===== src/hpb_defs.svh =====
// constants for the host parallel bus front end
`ifndef HPB_DEFS_SVH
`define HPB_DEFS_SVH
`define HPB_DW 16
`define HPB_SYNC_W 3
`define HPB_SEL_CMD 1'b1
`define HPB_SEL_DATA 1'b0
`define HPB_CFG_16 2'h0
`define HPB_CFG_8 2'h2
`define HPB_REF_HZ 6000000
`define HPB_SYS_HZ 125000000
`define HPB_DIV_W 8
`define HPB_DIV_RST 8'h00
`define HPB_DATA_RST 16'h0000
`define HPB_BYTE_MASK 16'h00ff
`define HPB_IDLE_HI 1'b1
`define HPB_IDLE_LO 1'b0
`define HPB_DIV_STEP 8'h01
`endif


===== src/hpb_pkg.sv =====
// types for the host parallel bus front end
`include "hpb_defs.svh"
package hpb_pkg;
  typedef enum logic [1:0] {hpb_idle, hpb_read, hpb_write} hpb_phase_t;
endpackage : hpb_pkg


===== src/hpb_sync.sv =====
// three-stage pin synchroniser with agreement filter
module hpb_sync (
  // clock and reset
  input wire logic sys_clk,
  input wire logic resetn,
  input wire logic rst_level,
  // pin and filtered level
  input wire logic pin_in,
  output logic level_out
);
  typedef struct packed {
    logic s1;
    logic s2;
    logic s3;
    logic lvl;
  } hpb_sync_st_t;
  hpb_sync_st_t st_reg, st_next;
  always_comb begin
    st_next = st_reg;
    // stored relative to the idle level, so reset stays a constant
    st_next.s1 = pin_in ^ rst_level;
    st_next.s2 = st_reg.s1;
    st_next.s3 = st_reg.s2;
    // a change counts once stages two and three agree
    if (st_reg.s2 == st_reg.s3) begin
      st_next.lvl = st_reg.s3;
    end
  end
  always_ff @(posedge sys_clk or negedge resetn) begin
    if (!resetn) begin
      st_reg <= '0;
    end else begin
      st_reg <= st_next;
    end
  end
  assign level_out = st_reg.lvl ^ rst_level;
endmodule : hpb_sync


===== src/hpb_bus_decode.sv =====
// host parallel bus decode: strobes, address select, data bus and clock out
// How it works
// - multiplexed bus: falling address latch enable captures shared line, 1 command
// - multiplexed read: shared line carries bit 0 of returned data word
// - multiplexed write: shared line level becomes bit 0 of written word
// - separate bus: dedicated select input high means command, low means data
// - low reset input resets everything asynchronously
// - sixteen-bit data bus driven only during reads, sampled during writes
// - clock output frequency comes from a programmable divider setting
// - reference clock is 6 MHz; core logic runs on the system clock
// - config selectors choose 16-bit or 8-bit port; others reserved
`include "hpb_defs.svh"
module hpb_bus_decode
  import hpb_pkg::*;
(
  // clock and reset
  input wire logic sys_clk,
  input wire logic resetn,
  // configuration pins
  input wire logic bus_cfg_sel_lo,
  input wire logic bus_cfg_sel_hi,
  input wire logic mux_mode,
  // host strobes
  input wire logic cs_n,
  input wire logic rd_n,
  input wire logic wr_n,
  input wire logic ale,
  input wire logic cmd_data_select,
  // shared address/data line
  input wire logic shared_addr_data_line_in,
  output logic shared_addr_data_line_out,
  output logic shared_addr_data_line_oe,
  // data lines 15..0 (bit 0 input ignored on multiplexed writes; bit 0 still driven on reads)
  input wire logic [15:0] data_in,
  output logic [15:0] data_out,
  output logic data_oe,
  // core side
  input wire logic [15:0] rd_data,
  output logic rd_strobe,
  output logic wr_strobe,
  output logic [15:0] wr_data,
  output logic access_is_cmd,
  output logic cfg_reserved,
  output logic cfg_wide,
  // clock output control
  input wire logic [7:0] clk_div,
  output logic prog_clock_out
);
  logic cs_s, rd_s, wr_s, ale_s, a0_s, ad0_s;
  logic [15:0] d_s;
  logic [1:0] cfg;

  // strobes idle high, so no false access follows reset
  hpb_sync u_cs (
    .sys_clk(sys_clk),
    .resetn(resetn),
    .rst_level(`HPB_IDLE_HI),
    .pin_in(cs_n),
    .level_out(cs_s)
  );
  hpb_sync u_rd (
    .sys_clk(sys_clk),
    .resetn(resetn),
    .rst_level(`HPB_IDLE_HI),
    .pin_in(rd_n),
    .level_out(rd_s)
  );
  hpb_sync u_wr (
    .sys_clk(sys_clk),
    .resetn(resetn),
    .rst_level(`HPB_IDLE_HI),
    .pin_in(wr_n),
    .level_out(wr_s)
  );
  hpb_sync u_ale (
    .sys_clk(sys_clk),
    .resetn(resetn),
    .rst_level(`HPB_IDLE_LO),
    .pin_in(ale),
    .level_out(ale_s)
  );
  hpb_sync u_a0 (
    .sys_clk(sys_clk),
    .resetn(resetn),
    .rst_level(`HPB_IDLE_LO),
    .pin_in(cmd_data_select),
    .level_out(a0_s)
  );
  hpb_sync u_ad0 (
    .sys_clk(sys_clk),
    .resetn(resetn),
    .rst_level(`HPB_IDLE_LO),
    .pin_in(shared_addr_data_line_in),
    .level_out(ad0_s)
  );
  hpb_sync u_c0 (
    .sys_clk(sys_clk),
    .resetn(resetn),
    .rst_level(`HPB_IDLE_LO),
    .pin_in(bus_cfg_sel_lo),
    .level_out(cfg[0])
  );
  hpb_sync u_c1 (
    .sys_clk(sys_clk),
    .resetn(resetn),
    .rst_level(`HPB_IDLE_LO),
    .pin_in(bus_cfg_sel_hi),
    .level_out(cfg[1])
  );

  genvar gi;
  generate
    for (gi = 0; gi < `HPB_DW; gi++) begin : g_dsync
      hpb_sync u_d (
        .sys_clk(sys_clk),
        .resetn(resetn),
        .rst_level(`HPB_IDLE_LO),
        .pin_in(data_in[gi]),
        .level_out(d_s[gi])
      );
    end
  endgenerate

  typedef struct packed {
    hpb_phase_t phase;
    logic ale_d;
    logic wr_d;
    logic rd_d;
    logic addr_mux;
    logic [15:0] wdata;
    logic [15:0] dout;
    logic ad0_out;
    logic rd_pulse;
    logic wr_pulse;
    logic [7:0] div_cnt;
    logic clk_q;
  } hpb_st_t;
  hpb_st_t st_reg, st_next;

  logic wide;
  logic reserved;
  logic is_cmd;
  logic sel;

  always_comb begin
    wide = (cfg == `HPB_CFG_16);
    reserved = (cfg != `HPB_CFG_16) && (cfg != `HPB_CFG_8);
    is_cmd = mux_mode ? st_reg.addr_mux : a0_s;
    sel = !cs_s && !reserved;
    st_next = st_reg;
    st_next.ale_d = ale_s;
    st_next.wr_d = wr_s;
    st_next.rd_d = rd_s;
    st_next.rd_pulse = 1'b0;
    st_next.wr_pulse = 1'b0;
    // address phase capture on falling latch enable
    if (mux_mode && st_reg.ale_d && !ale_s) begin
      st_next.addr_mux = ad0_s;
    end
    case (st_reg.phase)
      hpb_idle: begin
        if (sel && !rd_s) begin
          st_next.phase = hpb_read;
          st_next.rd_pulse = 1'b1;
          st_next.dout = wide ? rd_data : (rd_data & `HPB_BYTE_MASK);
          st_next.ad0_out = rd_data[0];
        end else if (sel && !wr_s) begin
          st_next.phase = hpb_write;
        end
      end
      hpb_read: begin
        if (rd_s || cs_s) begin
          st_next.phase = hpb_idle;
        end
      end
      hpb_write: begin
        // data taken on the rising write strobe
        if (wr_s && !st_reg.wr_d) begin
          st_next.phase = hpb_idle;
          st_next.wr_pulse = 1'b1;
          st_next.wdata = wide ? d_s : (d_s & `HPB_BYTE_MASK);
          if (mux_mode) begin
            st_next.wdata[0] = ad0_s;
          end
        end else if (cs_s) begin
          st_next.phase = hpb_idle;
        end
      end
      default: begin
        st_next.phase = hpb_idle;
      end
    endcase
    // programmable clock divider off the system clock
    if (st_reg.div_cnt >= clk_div) begin
      st_next.div_cnt = `HPB_DIV_RST;
      st_next.clk_q = !st_reg.clk_q;
    end else begin
      st_next.div_cnt = st_reg.div_cnt + `HPB_DIV_STEP;
    end
  end

  always_ff @(posedge sys_clk or negedge resetn) begin
    if (!resetn) begin
      st_reg <= '0;
    end else begin
      st_reg <= st_next;
    end
  end

  assign data_out = st_reg.dout;
  assign data_oe = (st_reg.phase == hpb_read);
  assign shared_addr_data_line_out = st_reg.ad0_out;
  assign shared_addr_data_line_oe = (st_reg.phase == hpb_read) && mux_mode;
  assign wr_data = st_reg.wdata;
  assign rd_strobe = st_reg.rd_pulse;
  assign wr_strobe = st_reg.wr_pulse;
  assign access_is_cmd = is_cmd;
  assign cfg_reserved = reserved;
  assign cfg_wide = wide;
  assign prog_clock_out = st_reg.clk_q;
endmodule : hpb_bus_decode


===== config.mk =====
export PLATFORM = sky130hd
export DESIGN_NAME = hpb_bus_decode
export DESIGN_NICKNAME = d
export VERILOG_FILES = /design/src/hpb_pkg.sv /design/src/hpb_sync.sv /design/src/hpb_bus_decode.sv
export VERILOG_INCLUDE_DIRS = /design/src
export SDC_FILE = /design/constraint.sdc
export NUM_CORES = 1
export LEC_CHECK = 0
export BUFFER_PORTS_ARGS = -buffer_cell sky130_fd_sc_hd__buf_2
export CAP_MARGIN = 20
export CORE_AREA = 2 2 72 142
export CTS_CLUSTER_DIAMETER = 200
export DETAILED_ROUTE_END_ITERATION = 12
export DIE_AREA = 0 0 74 144
export GPL_TIMING_DRIVEN = 0
export HOLD_SLACK_MARGIN = 0.1
export PLACE_DENSITY = 0.75
export SKIP_LAST_GASP = 1
export SYNTH_ARGS = -nofsm -noshare
export SYNTH_HDL_FRONTEND = slang
export SYNTH_SLANG_ARGS = --single-unit

===== constraint.sdc =====
create_clock -name sys_clk -period 1.9 [get_ports sys_clk]
set_input_delay 0.095 -clock sys_clk [delete_from_list [all_inputs] [get_ports sys_clk]]
set_output_delay 0.095 -clock sys_clk [all_outputs]
set_load 0.05 [all_outputs]

Word level (Yosys, flattened, before mapping). Cells that the tools add are included.

Memories: 0. Bits in latches: 0. Bits in writable memories: 0. Output and inout bits: 41. Word-level logic and storage cells: 179. Bits in read-only memories: 0. Input bits: 51. Flip-flop bits (word level): 145.

Shifts and indexed selects: 0. Multiply operators: 0. $lt $le $gt $ge: 1. Reduce and logical (&&, ||, !) cells: 19. Eq/ne operators: 30. Muxes and demuxes: 15. Bitwise logic cells: 6. Add/subtract/negate cells: 1. Div/mod/pow operators: 0.

Operator list (number): 16-bit 2-to-1 mux (2); 1-bit == test (24); 2-bit 2-to-1 mux (5); 8-bit by 1-bit adder with 8-bit output (second input constant) (1); 8-bit greater-or-equal comparator (1); 1-bit logical AND (8); 8-bit 2-to-1 mux (1); 1-bit 2-to-1 mux (6); 3-bit != test (second input constant) (2); 1-bit inverter (6); 2-bit case mux with 3 select lines (1); 1-bit logical NOT (4); 2-bit logical NOT (2); 2-bit AND reduction (2); 3-bit AND reduction (1); 2-bit by 1-bit == test with 1-bit output (second input constant) (1); 2-bit == test (second input constant) (1); 2-bit by 1-bit != test with 1-bit output (second input constant) (1); 2-bit != test (second input constant) (1); 2-bit nonzero test (1); 1-bit logical OR (1).

Logic depth before layout (Yosys ltp). Gate-level depths: netlist of run 1.

Depth in word-level cells: 8. Depth in mapped cells: 7. Mapped depth without buffers: 7.

Hierarchy. From an unflattened synthesis of run 1, not the netlist that was laid out.

Cell total of the unflattened synthesis: 422. Area total of the unflattened synthesis: 5460.2 µm².

By module, submodules not included: hpb_sync (area each 128.9 µm², times used 24, seq. area each 100.1 µm², cells an instance 7); hpb_bus_decode (area each 2367.3 µm², times used 1, seq. area each 1201.2 µm², cells an instance 254).

Least setup slack after synthesis of run 1. No wires, ideal clock.

Path kind: reg2out. Start: register st_reg[49] in the netlist's numbering. End: output shared_addr_data_line_oe. Arrival time: 1.683 ns. Stages on the path, launching flop included: 3. Path buffers: 0. Data required time: 1.805 ns. Slack: 0.122 ns. Path through: dfrtp_1 nor2b_1 and2_1.

Cells in the longest elaborated chain, start to end: 2.

Ends and longest elaborated chain: start, declared (RTL line hpb_bus_decode.sv:138) `hpb_st_t st_reg, st_next;`; start signal, assigned (RTL line hpb_bus_decode.sv:206) `st_reg <= st_next;`; 2-bit by 1-bit == test with 1-bit output; named net data_oe (RTL line hpb_bus_decode.sv:36) `output logic data_oe,`; 1-bit logical AND (RTL line hpb_bus_decode.sv:213) `assign shared_addr_data_line_oe = (st_reg.phase == hpb_read) && mux_mode;`; end, declared (RTL line hpb_bus_decode.sv:32) `output logic shared_addr_data_line_oe,`.

The timed path passes the listed nets, and every way through them passes these cells.

Worst setup path in the final report of run 1.
Start: register st_reg[1] in the netlist's numbering. End: register st_reg, in the netlist prog_clock_out.

Cells in the longest elaborated chain, start to end: 1.

Ends and longest elaborated chain: 8-bit greater-or-equal comparator (RTL line hpb_bus_decode.sv:194) `if (st_reg.div_cnt >= clk_div) begin`.

No other way between the ends. A chain may end at the register's enable or synchronous reset.

==> results of run 1 <==
[cells in the final DEF, fill, tap and decap left out, types with 3 or more instances in the layout]
master / instances
buf_4: 32
ha_1: 9
maj3_1: 24
a21oi_1: 3
xor2_1: 5
o21ai_0: 9
clkinv_4: 3
dfrtp_1: 144
nand2_1: 81
inv_6: 3
dlygate4sd3_1: 42
buf_2: 92
clkbuf_16: 17
clkbuf_1: 5
inv_1: 14
clkinvlp_4: 3
nor2_1: 11
nand3_1: 12
[per-stage QoR]
stage / area (um2) / TNS, ns / worst slack (ns) / total power [mW]
global placement: 5617 / -156.38 / -1.102 / 5.890
detailed placement: 5650 / 0 / 0.09718 / 5.975
global route: 6669 / -0.002847 / -0.002847 / 9.609
floorplan: 4996 / 0 / 0.1218 / 5.452
finish: 6669 / 0 / 0.1142 / 9.137
CTS: 6645 / 0 / 0.09366 / 9.195
[cells in the mapped netlist]
cell type / count / area (um2)
xor2_1: 5 / 43.79
dfrtp_1: 144 / 3603
buf_6: 1 / 11.26
buf_2: 2 / 10.01
clkinv_4: 1 / 8.760
o21ai_1: 1 / 5.000
o311ai_4: 1 / 26.28
inv_1: 14 / 52.55
nand3_1: 12 / 60.06
or4_1: 1 / 7.510
clkbuf_1: 3 / 11.26
ha_1: 9 / 112.6
xnor2_1: 2 / 17.52
buf_4: 32 / 240.2
nor4b_1: 1 / 8.760
clkinv_1: 1 / 3.750
nand4_1: 1 / 6.260
mux2i_1: 1 / 10.01
nand2_1: 81 / 304.0
maj3_1: 24 / 240.2
and2_1: 1 / 6.260
and3_1: 2 / 12.51
buf_8: 1 / 15.01
nor2b_1: 2 / 12.51
nand3b_1: 1 / 7.510
nand3_2: 1 / 10.01
nor2_1: 12 / 45.04
a31o_2: 1 / 8.760
mux2_2: 2 / 22.52
a21o_1: 1 / 7.510
a21oi_1: 4 / 20.02
o21ai_0: 9 / 45.04
[worst register-to-register path: stages, from the launching register on]
cell and delay [ns]:
dfrtp_1 0.42, inv_1 0.08, ha_1 0.27, nor2b_1 0.04, o21ai_1 0.16, a21oi_2 0.10, o311ai_4 0.33, buf_12 0.16
xor2_1 0.15
[layout make-up]
type	count	area (um2)	area share [%]
Buffer	39	287.8	4.315
Clock buffer	21	460.4	6.904
Clock inverter	11	106.4	1.595
Inverter	16	65.06	0.9756
Multi-Input combinational cell	175	1051	15.76
Sequential cell	144	3603	54.03
Tap cell	132	165.2	2.477
Timing Repair Buffer	135	929.6	13.94
[routing by layer]
| metal | wire length (um) | part of all wire, % | track usage (%) | vias up |
|---|---|---|---|---|
| met5 | 0 | 0 | 0 | - |
| met4 | 152 | 1.8 | 9.091 | 0 |
| met3 | 349 | 4.1 | 5.575 | 13 |
| met2 | 4828 | 56 | 32.10 | 78 |
| met1 | 3265 | 38 | 18.88 | 1485 |
| li1 | - | - | - | 1483 |
[logic make-up after synthesis]
group                    Yosys count  synth area share, %
flip-flops                       144                72.13
AND/OR/NAND/NOR                  115                9.617
buffers and inverters             55                7.062
adder cells (fa/ha/maj)           33                7.062
multiplexers                       3               0.6511
AO/OA/AOI/OAI                     17                2.254
XOR/XNOR                           7                1.227
[power by group]
part	internal [mW]	switching, mW
sequential	3.50	0.283
clock	1.88	1.24
combinational	0.813	1.42
[final timing paths]
check                                                     from                             endpoint  slack [ns]  cells after the start
setup / recovery                           st_reg[1]$_DFF_PN0_           prog_clock_out$_DFFE_PN0P_        0.11                      8
hold / removal                                          resetn  g_dsync[9].u_d.st_next[2]$_DFF_PN0_        0.15                      2
setup reg to reg                           st_reg[1]$_DFF_PN0_           prog_clock_out$_DFFE_PN0P_        0.11                      8
hold reg to reg            g_dsync[6].u_d.st_next[2]$_DFF_PN0_  g_dsync[6].u_d.st_next[1]$_DFF_PN0_        0.34                      0
max in group asynchronous                               resetn   g_dsync[2].u_d.st_reg[1]$_DFF_PN0_        0.93                      3
min in group sys_clk                                clk_div[7]                  st_reg[8]$_DFF_PN0_        0.18                      6
[repair_timing]
| action | CTS | global route |
|---|---|---|
| hold buffers | 42 | 0 |
| buffers inserted | 0 | 1 |
| setup endpoints to repair | 1 | 1 |
| pin swaps | 0 | 1 |
| hold endpoints to repair | 185 | 0 |
| resized for setup | 2 | 1 |
==> impl_metrics.yaml, run 1 <==
job:
  cap_viol_max_count: 0
cts:
  cts_root_buffer: "clkbuf_16"
  cts_tree: "built"
  cts.htree.levels: 4
  clk_pin_slew_ns: 0.06
  clk_latency_ns: 0.42
  cts_buffers: 17
  ctsLongestPathBuffers: 2
  clock-sinks: 144
finish:
  fillCellCount: 695
  layout.cells.non_filler: 673
  synthToLayoutAreaGrowth_pct: 33.48
  diodes: 0
  nets: 588
  final_layout_size_suffix_gt1_share_pct: 30.87
  post-route-util_pct: 69.21
drt:
  vias_per_cell: 4.545
  routed_wl_um: 8595
  detail-route-antenna-nets: 0
  drt_iter0_markers: 119
  first_pass_iters: 4
  vias: 3059
  wl_per_cell_um: 12.77
  route.detailed.drc: 0
timing:
  fmax_mhz: 560.0
  period_share_pct: 93.99
  finalHoldViolCount: 0
  finalMaxSlewViolations: 0
  whs_ns: 0.1477
  skew_ns: 0.01052
  relSlewSlack_pct: 66.46
  post-route-min-period_ns: 1.786
  tightest_slew_ns: 0.5030
  report.final.setup_viol: 0
place:
  placed_cells: 598
  io_buffer_count: 91
  dpl.hpwl_um: 5682
  routabilityCongestion: 0.7190
synthesis:
  synth-seq-cells: 144
  ys_seq_area_share_pct: 72.13
  synth_cell_types: 32
  yosys_warnings: 0
  netlist_area_um2: 4996
  syn_area_per_cell_um2: 13.36
  syn_inst: 374
  syn-num-nets: 434
floorplanning:
  die_x_um: 74
  dieArea_um2: 10660
  num_io_pins: 92
  core_area_um2: 9635
  die_h_um: 144
  start_util_pct: 51.85
  rows: 51
setup_path:
  cp.required_ns: 2.23
  endpoint_kind: "flop"
  cp_max_fo: 8
  cp_num_buf_inv: 2
  worstSetupPathType: "flop to flop"
  slowest_stage: "dfrtp_1"
  crit_family: "compound AO/OA/AOI/OAI gates"
  crit_arrival_ns: 2.12
  critical-path-max-stage-delay_ns: 0.42
  path_cells: "inv_1 > ha_1 > nor2b_1 > o21ai_1 > a21oi_2 > o311ai_4 > buf_12 > xor2_1"
  crit_path_start_kind: "flop"
grt:
  overflow: 0
  grt_pass1_wl_um: 14190
  track_usage_pct: 18.19
  grt_start_max_net_pins: 108
  antenna_found_initial: 0
  grt_pass1_vias: 3162
outcome:
  outcome: "completed"
worst_hold_path:
  min_path_type: "input pin to async pin"
pwr:
  powerDensity_nw_per_um2: 1370
  leakage_nw: 3.368
  ir_worst_vdd_v: 0.0008228
Power figures use the tool's default switching activity.
==> run 2: changes to the inputs <==
--- a/config.mk
+++ b/config.mk
@@ -14,7 +14,7 @@
 export DIE_AREA = 0 0 74 144
 export GPL_TIMING_DRIVEN = 0
 export HOLD_SLACK_MARGIN = 0.1
-export PLACE_DENSITY = 0.75
+export PLACE_DENSITY = 0.77
 export SKIP_LAST_GASP = 1
 export SYNTH_ARGS = -nofsm -noshare
 export SYNTH_HDL_FRONTEND = slang
==> impl_metrics.yaml, run 2 (synthesized netlist as in run 1, its figures left out) <==
outcome:
  outcome: "completed"
timing:
  period_share_pct: 91.95
  tightest_slew_ns: 0.5171
  relSlewSlack_pct: 65.52
  finalMaxSlewViolations: 0
  report.final.setup_viol: 0
  fmax_mhz: 572.4
  grt_setup_unrepaired: "no"
  post-route-min-period_ns: 1.747
  finalHoldViolCount: 0
  skew_ns: 0.006613
setup_path:
  crit_path_start_kind: "flop"
  slowest_stage: "dfrtp_1"
  cp.required_ns: 2.22
  r2r_setup_slack_ns: 0.15
  endpoint_kind: "flop"
  path_cells: "ha_1 > nand2_1 > o21ai_1 > a21oi_2 > o311ai_4 > buf_12 > xor2_1"
  cp_num_buf_inv: 1
  r2r_start: "st_reg[3]$_DFF_PN0_"
  cp_max_fo: 9
  crit_arrival_ns: 2.07
  worstSetupPathType: "flop to flop"
  critical-path-max-stage-delay_ns: 0.43
  crit_family: "compound AO/OA/AOI/OAI gates"
  startpoint: "st_reg[3]$_DFF_PN0_"
floorplanning:
  start_util_pct: 51.85
  core_area_um2: 9635
  die_x_um: 74
  dieArea_um2: 10660
  die_h_um: 144
  rows: 51
  num_io_pins: 92
drt:
  drt_iter0_markers: 108
  routed_wl_um: 8516
  first_pass_iters: 4
  wl_per_cell_um: 12.67
  detail-route-antenna-nets: 0
  vias: 3079
  vias_per_cell: 4.582
  route.detailed.drc: 0
grt:
  track_usage_pct: 18.26
  grt_pass1_wl_um: 14550
  grt_pass1_vias: 3305
  grt_start_max_net_pins: 98
  overflow: 0
  antenna_found_initial: 0
cts:
  clock-sinks: 144
  cts_buffers: 17
  clk_latency_ns: 0.40
  cts_root_buffer: "clkbuf_16"
  cts_tree: "built"
  ctsLongestPathBuffers: 2
  clk_pin_slew_ns: 0.06
  cts.htree.levels: 4
worst_hold_path:
  min_path_type: "input pin to async pin"
place:
  io_buffer_count: 91
  routabilityCongestion: 0.7710
  dpl.hpwl_um: 5626
pwr:
  powerDensity_nw_per_um2: 1435
  leakage_nw: 3.419
  ir_worst_vdd_v: 0.0008913
  finalPower_mw: 9.713
finish:
  layout.area.seq_um2: 3603
  diodes: 0
  final_cell_mix: "dfrtp_1 (144), buf_2 (92), nand2_1 (81)"
  nets: 588
  synthToLayoutAreaGrowth_pct: 35.49
  post-route-util_pct: 70.25
  multi_input_area_um2: 1051
  final_layout_size_suffix_gt1_share_pct: 30.93
  fillCellCount: 638
  final_common_cell: "dfrtp_1"
job:
  cap_viol_max_count: 0
run 2: cell count changes in the layout (fill, tap and decap cells not counted):
cell and change:
clkbuf_1 -1, bufinv_16 +5, inv_6 -3, clkinv_4 -2
clkinvlp_4 -1, clkinv_2 +1
run 2: layout make-up:
class	instances	area share, %
tap	132	2.440
clock inverter	11	3.105
buffer	39	4.251
sequential	144	53.23
multi-input combinational	175	15.53
timing repair buffer	135	13.73
inverter	16	0.9612
clock buffer	20	6.747
run 2: what timing repair did:
item                       4_1_cts  5_1_grt
pin swaps                        0        1
setup endpoints to repair        1        9
hold endpoints to repair       185        0
resized for setup                1        2
hold buffers                    42        0
setup buffers                    0        1
run 2: where the power goes:
part / leakage (nW) / switching [mW] / internal [mW]
sequential: 1.74 / 0.283 / 3.50
clock: 0.322 / 1.16 / 2.52
combinational: 1.36 / 1.44 / 0.814
run 2: path summary, 6_finish.rpt:
check	cells past startpoint	endpoint
setup / recovery	7	prog_clock_out$_DFFE_PN0P_
hold / removal	2	data_out[5]$_DFFE_PN0P_
setup reg to reg	7	prog_clock_out$_DFFE_PN0P_
hold reg to reg	0	g_dsync[1].u_d.st_next[1]$_DFF_PN0_
max in group asynchronous	3	g_dsync[13].u_d.st_reg[1]$_DFF_PN0_
min in group sys_clk	7	st_reg[1]$_DFF_PN0_
run 2: per-layer routing:
layer  global-route usage, %  wire, um  up-vias
li1                        -         -     1475
met1                   20.36      3248     1511
met2                   31.48      4772       81
met3                   5.226       346       12
met4                   8.421       148        0
met5                       0         0        -
run 2: per-stage QoR:
stage          setup WS (ns)  cell area, um2  setup TNS [ns]  hold slack [ns]  std cells
4_1_cts              0.01001            6740               0           0.1800        671
6_report              0.1530            6769               0           0.2033        672
5_1_grt              0.02277            6769               0           0.2349        672
3_5_place_dp          0.1236            5650               0          0.04671        598
3_3_place_gp          -1.046            5617         -149.49           0.2025        597
2_1_floorplan         0.1218            4996               0          -0.2006        374
==> run 3: changes to the inputs <==
--- a/config.mk
+++ b/config.mk
@@ -15,6 +15,7 @@
 export GPL_TIMING_DRIVEN = 0
 export HOLD_SLACK_MARGIN = 0.1
 export PLACE_DENSITY = 0.77
+export REMOVE_ABC_BUFFERS = 1
 export SKIP_LAST_GASP = 1
 export SYNTH_ARGS = -nofsm -noshare
 export SYNTH_HDL_FRONTEND = slang
==> impl_metrics.yaml, run 3 (synthesized netlist as in run 1, its figures left out) <==
outcome:
  outcome: "completed"
pwr:
  p_int_mw: 6.047
  clockPowerShare_pct: 35.6
  power.share.switching_pct: 32.62
  ir_worst_vdd_v: 0.0008655
  switching_power_mw: 2.927
  power_frac_seq_pct: 42.2
  finalPower_mw: 8.974
  powerDensity_nw_per_um2: 1397
  combPwrFrac_pct: 22.2
  leakage_nw: 3.206
setup_path:
  cp_num_buf_inv: 2
  crit_family: "compound AO/OA/AOI/OAI gates"
  endpoint_kind: "flop"
  cp_max_fo: 9
  crit_path_start_kind: "flop"
  slowest_stage: "dfrtp_1"
  critical-path-max-stage-delay_ns: 0.44
  worstSetupPathType: "flop to flop"
  cp.required_ns: 2.23
  path_cells: "inv_1 > ha_1 > nor2b_1 > o21ai_1 > a21oi_2 > o311ai_4 > buf_12 > xor2_1"
  crit_arrival_ns: 2.13
finish:
  layout.cells.non_filler: 638
  post-route-util_pct: 66.69
  final_common_cell: "dfrtp_1"
  final_layout_size_suffix_gt1_share_pct: 26.68
  diodes: 0
  nets: 553
  final_cell_mix: "dfrtp_1 (144), buf_2 (90), nand2_1 (81)"
  stdcell_area_um2: 6426
  synthToLayoutAreaGrowth_pct: 28.63
cts:
  ctsLongestPathBuffers: 2
  cts.htree.levels: 4
  clk_pin_slew_ns: 0.06
  clock-sinks: 144
  cts_buffers: 17
  cts_root_buffer: "clkbuf_16"
  cts_tree: "built"
  clk_latency_ns: 0.41
place:
  dpl.hpwl_um: 5534
  placed_cells: 560
  place_ws_ns: -0.2316
  io_buffer_count: 91
  dpl_cell_area_um2: 5374
  routabilityCongestion: 0.7837
timing:
  relSlewSlack_pct: 55.43
  finalHoldViolCount: 0
  report.final.setup_viol: 0
  whs_ns: 0.1615
  tns_ns: 0
  finalMaxSlewViolations: 0
  period_share_pct: 94.41
  fin_ws_ns: 0.1062
  fmax_mhz: 557.5
  tightest_slew_ns: 0.6665
  post-route-min-period_ns: 1.794
  grt_setup_unrepaired: "no"
  skew_ns: 0.006177
drt:
  route.detailed.drc: 0
  routed_wl_um: 9156
  drt_iter0_markers: 160
  detail-route-antenna-nets: 0
  vias_per_cell: 4.701
  vias: 2999
  first_pass_iters: 4
  wl_per_cell_um: 14.35
floorplanning:
  dieArea_um2: 10660
  rows: 51
  die_h_um: 144
  die_x_um: 74
  core_area_um2: 9635
  num_io_pins: 92
  start_util_pct: 51.85
grt:
  grt_start_max_net_pins: 103
  grt_pass1_vias: 3186
  antenna_found_initial: 0
  overflow: 0
  track_usage_pct: 19.25
  grt_pass1_wl_um: 15170
job:
  cap_viol_max_count: 0
worst_hold_path:
  min_path_type: "input pin to async pin"
## run 3: cell count changes in the layout (fill, tap and decap cells not counted), sizes merged
| cell | delta |
|---|---|
| buf | -33 |
| clkinv | +5 |
| bufinv | -4 |
| clkbuf | -4 |
| nand3b | +1 |
| inv | +1 |
## run 3: layer usage
layer | GRT usage, % | wire length, um
met1 | 21.47 | 3382
met2 | 32.52 | 5132
met3 | 5.296 | 327
met4 | 10.43 | 314
met5 | 0 | 0
## run 3: what timing repair did
| action | CTS | global route |
|---|---|---|
| hold buffers | 42 | 0 |
| setup buffers | 0 | 3 |
| hold endpoints to repair | 185 | 0 |
| resized for setup | 0 | 2 |
| pin swaps | 1 | 2 |
| cloned | 1 | 0 |
| endpoints found under the setup margin | 8 | 17 |
## run 3: worst register-to-register path, cell delays in order, from the launching register on
cell,delay (ns)
dfrtp_1,0.44
inv_1,0.09
ha_1,0.29
nor2b_1,0.05
o21ai_1,0.16
a21oi_2,0.10
o311ai_4,0.30
buf_12,0.16
xor2_1,0.14
## run 3: final timing paths
check,cells past startpoint,slack (ns),endpoint,from
worst min register to register,0,0.35,u_rd.st_next[1]$_DFF_PN0_,u_rd.st_next[2]$_DFF_PN0_
worst max register to register,8,0.11,prog_clock_out$_DFFE_PN0P_,st_reg[1]$_DFF_PN0_
max in group asynchronous,3,0.92,wr_data[11]$_DFFE_PN0P_,resetn
min in group sys_clk,7,0.29,st_reg[1]$_DFF_PN0_,clk_div[7]
worst max-delay path,8,0.11,prog_clock_out$_DFFE_PN0P_,st_reg[1]$_DFF_PN0_
worst min-delay path,2,0.16,u_c0.st_next[1]$_DFF_PN0_,resetn
## run 3: final cells by class
class | instances | area [um2]
flip-flops and latches | 144 | 3603
fillers | 664 | 3209
multi-input cells | 176 | 1055
repair buffers | 138 | 955.9
clock buffers | 19 | 442.9
well taps | 132 | 165.2
clock inverters | 13 | 138.9
inverters | 16 | 65.06
## run 3: power by group through the flow
stage | clock network (mW) | logic (mW) | registers (mW)
4_1_cts | 3.27 | 1.96 | 3.79
3_3_place_gp | 0 | 1.80 | 3.80
6_report | 3.19 | 1.99 | 3.79
2_1_floorplan | 0 | 0.557 | 4.57
5_1_grt | 3.42 | 2.15 | 3.84
3_5_place_dp | 0 | 1.89 | 3.83
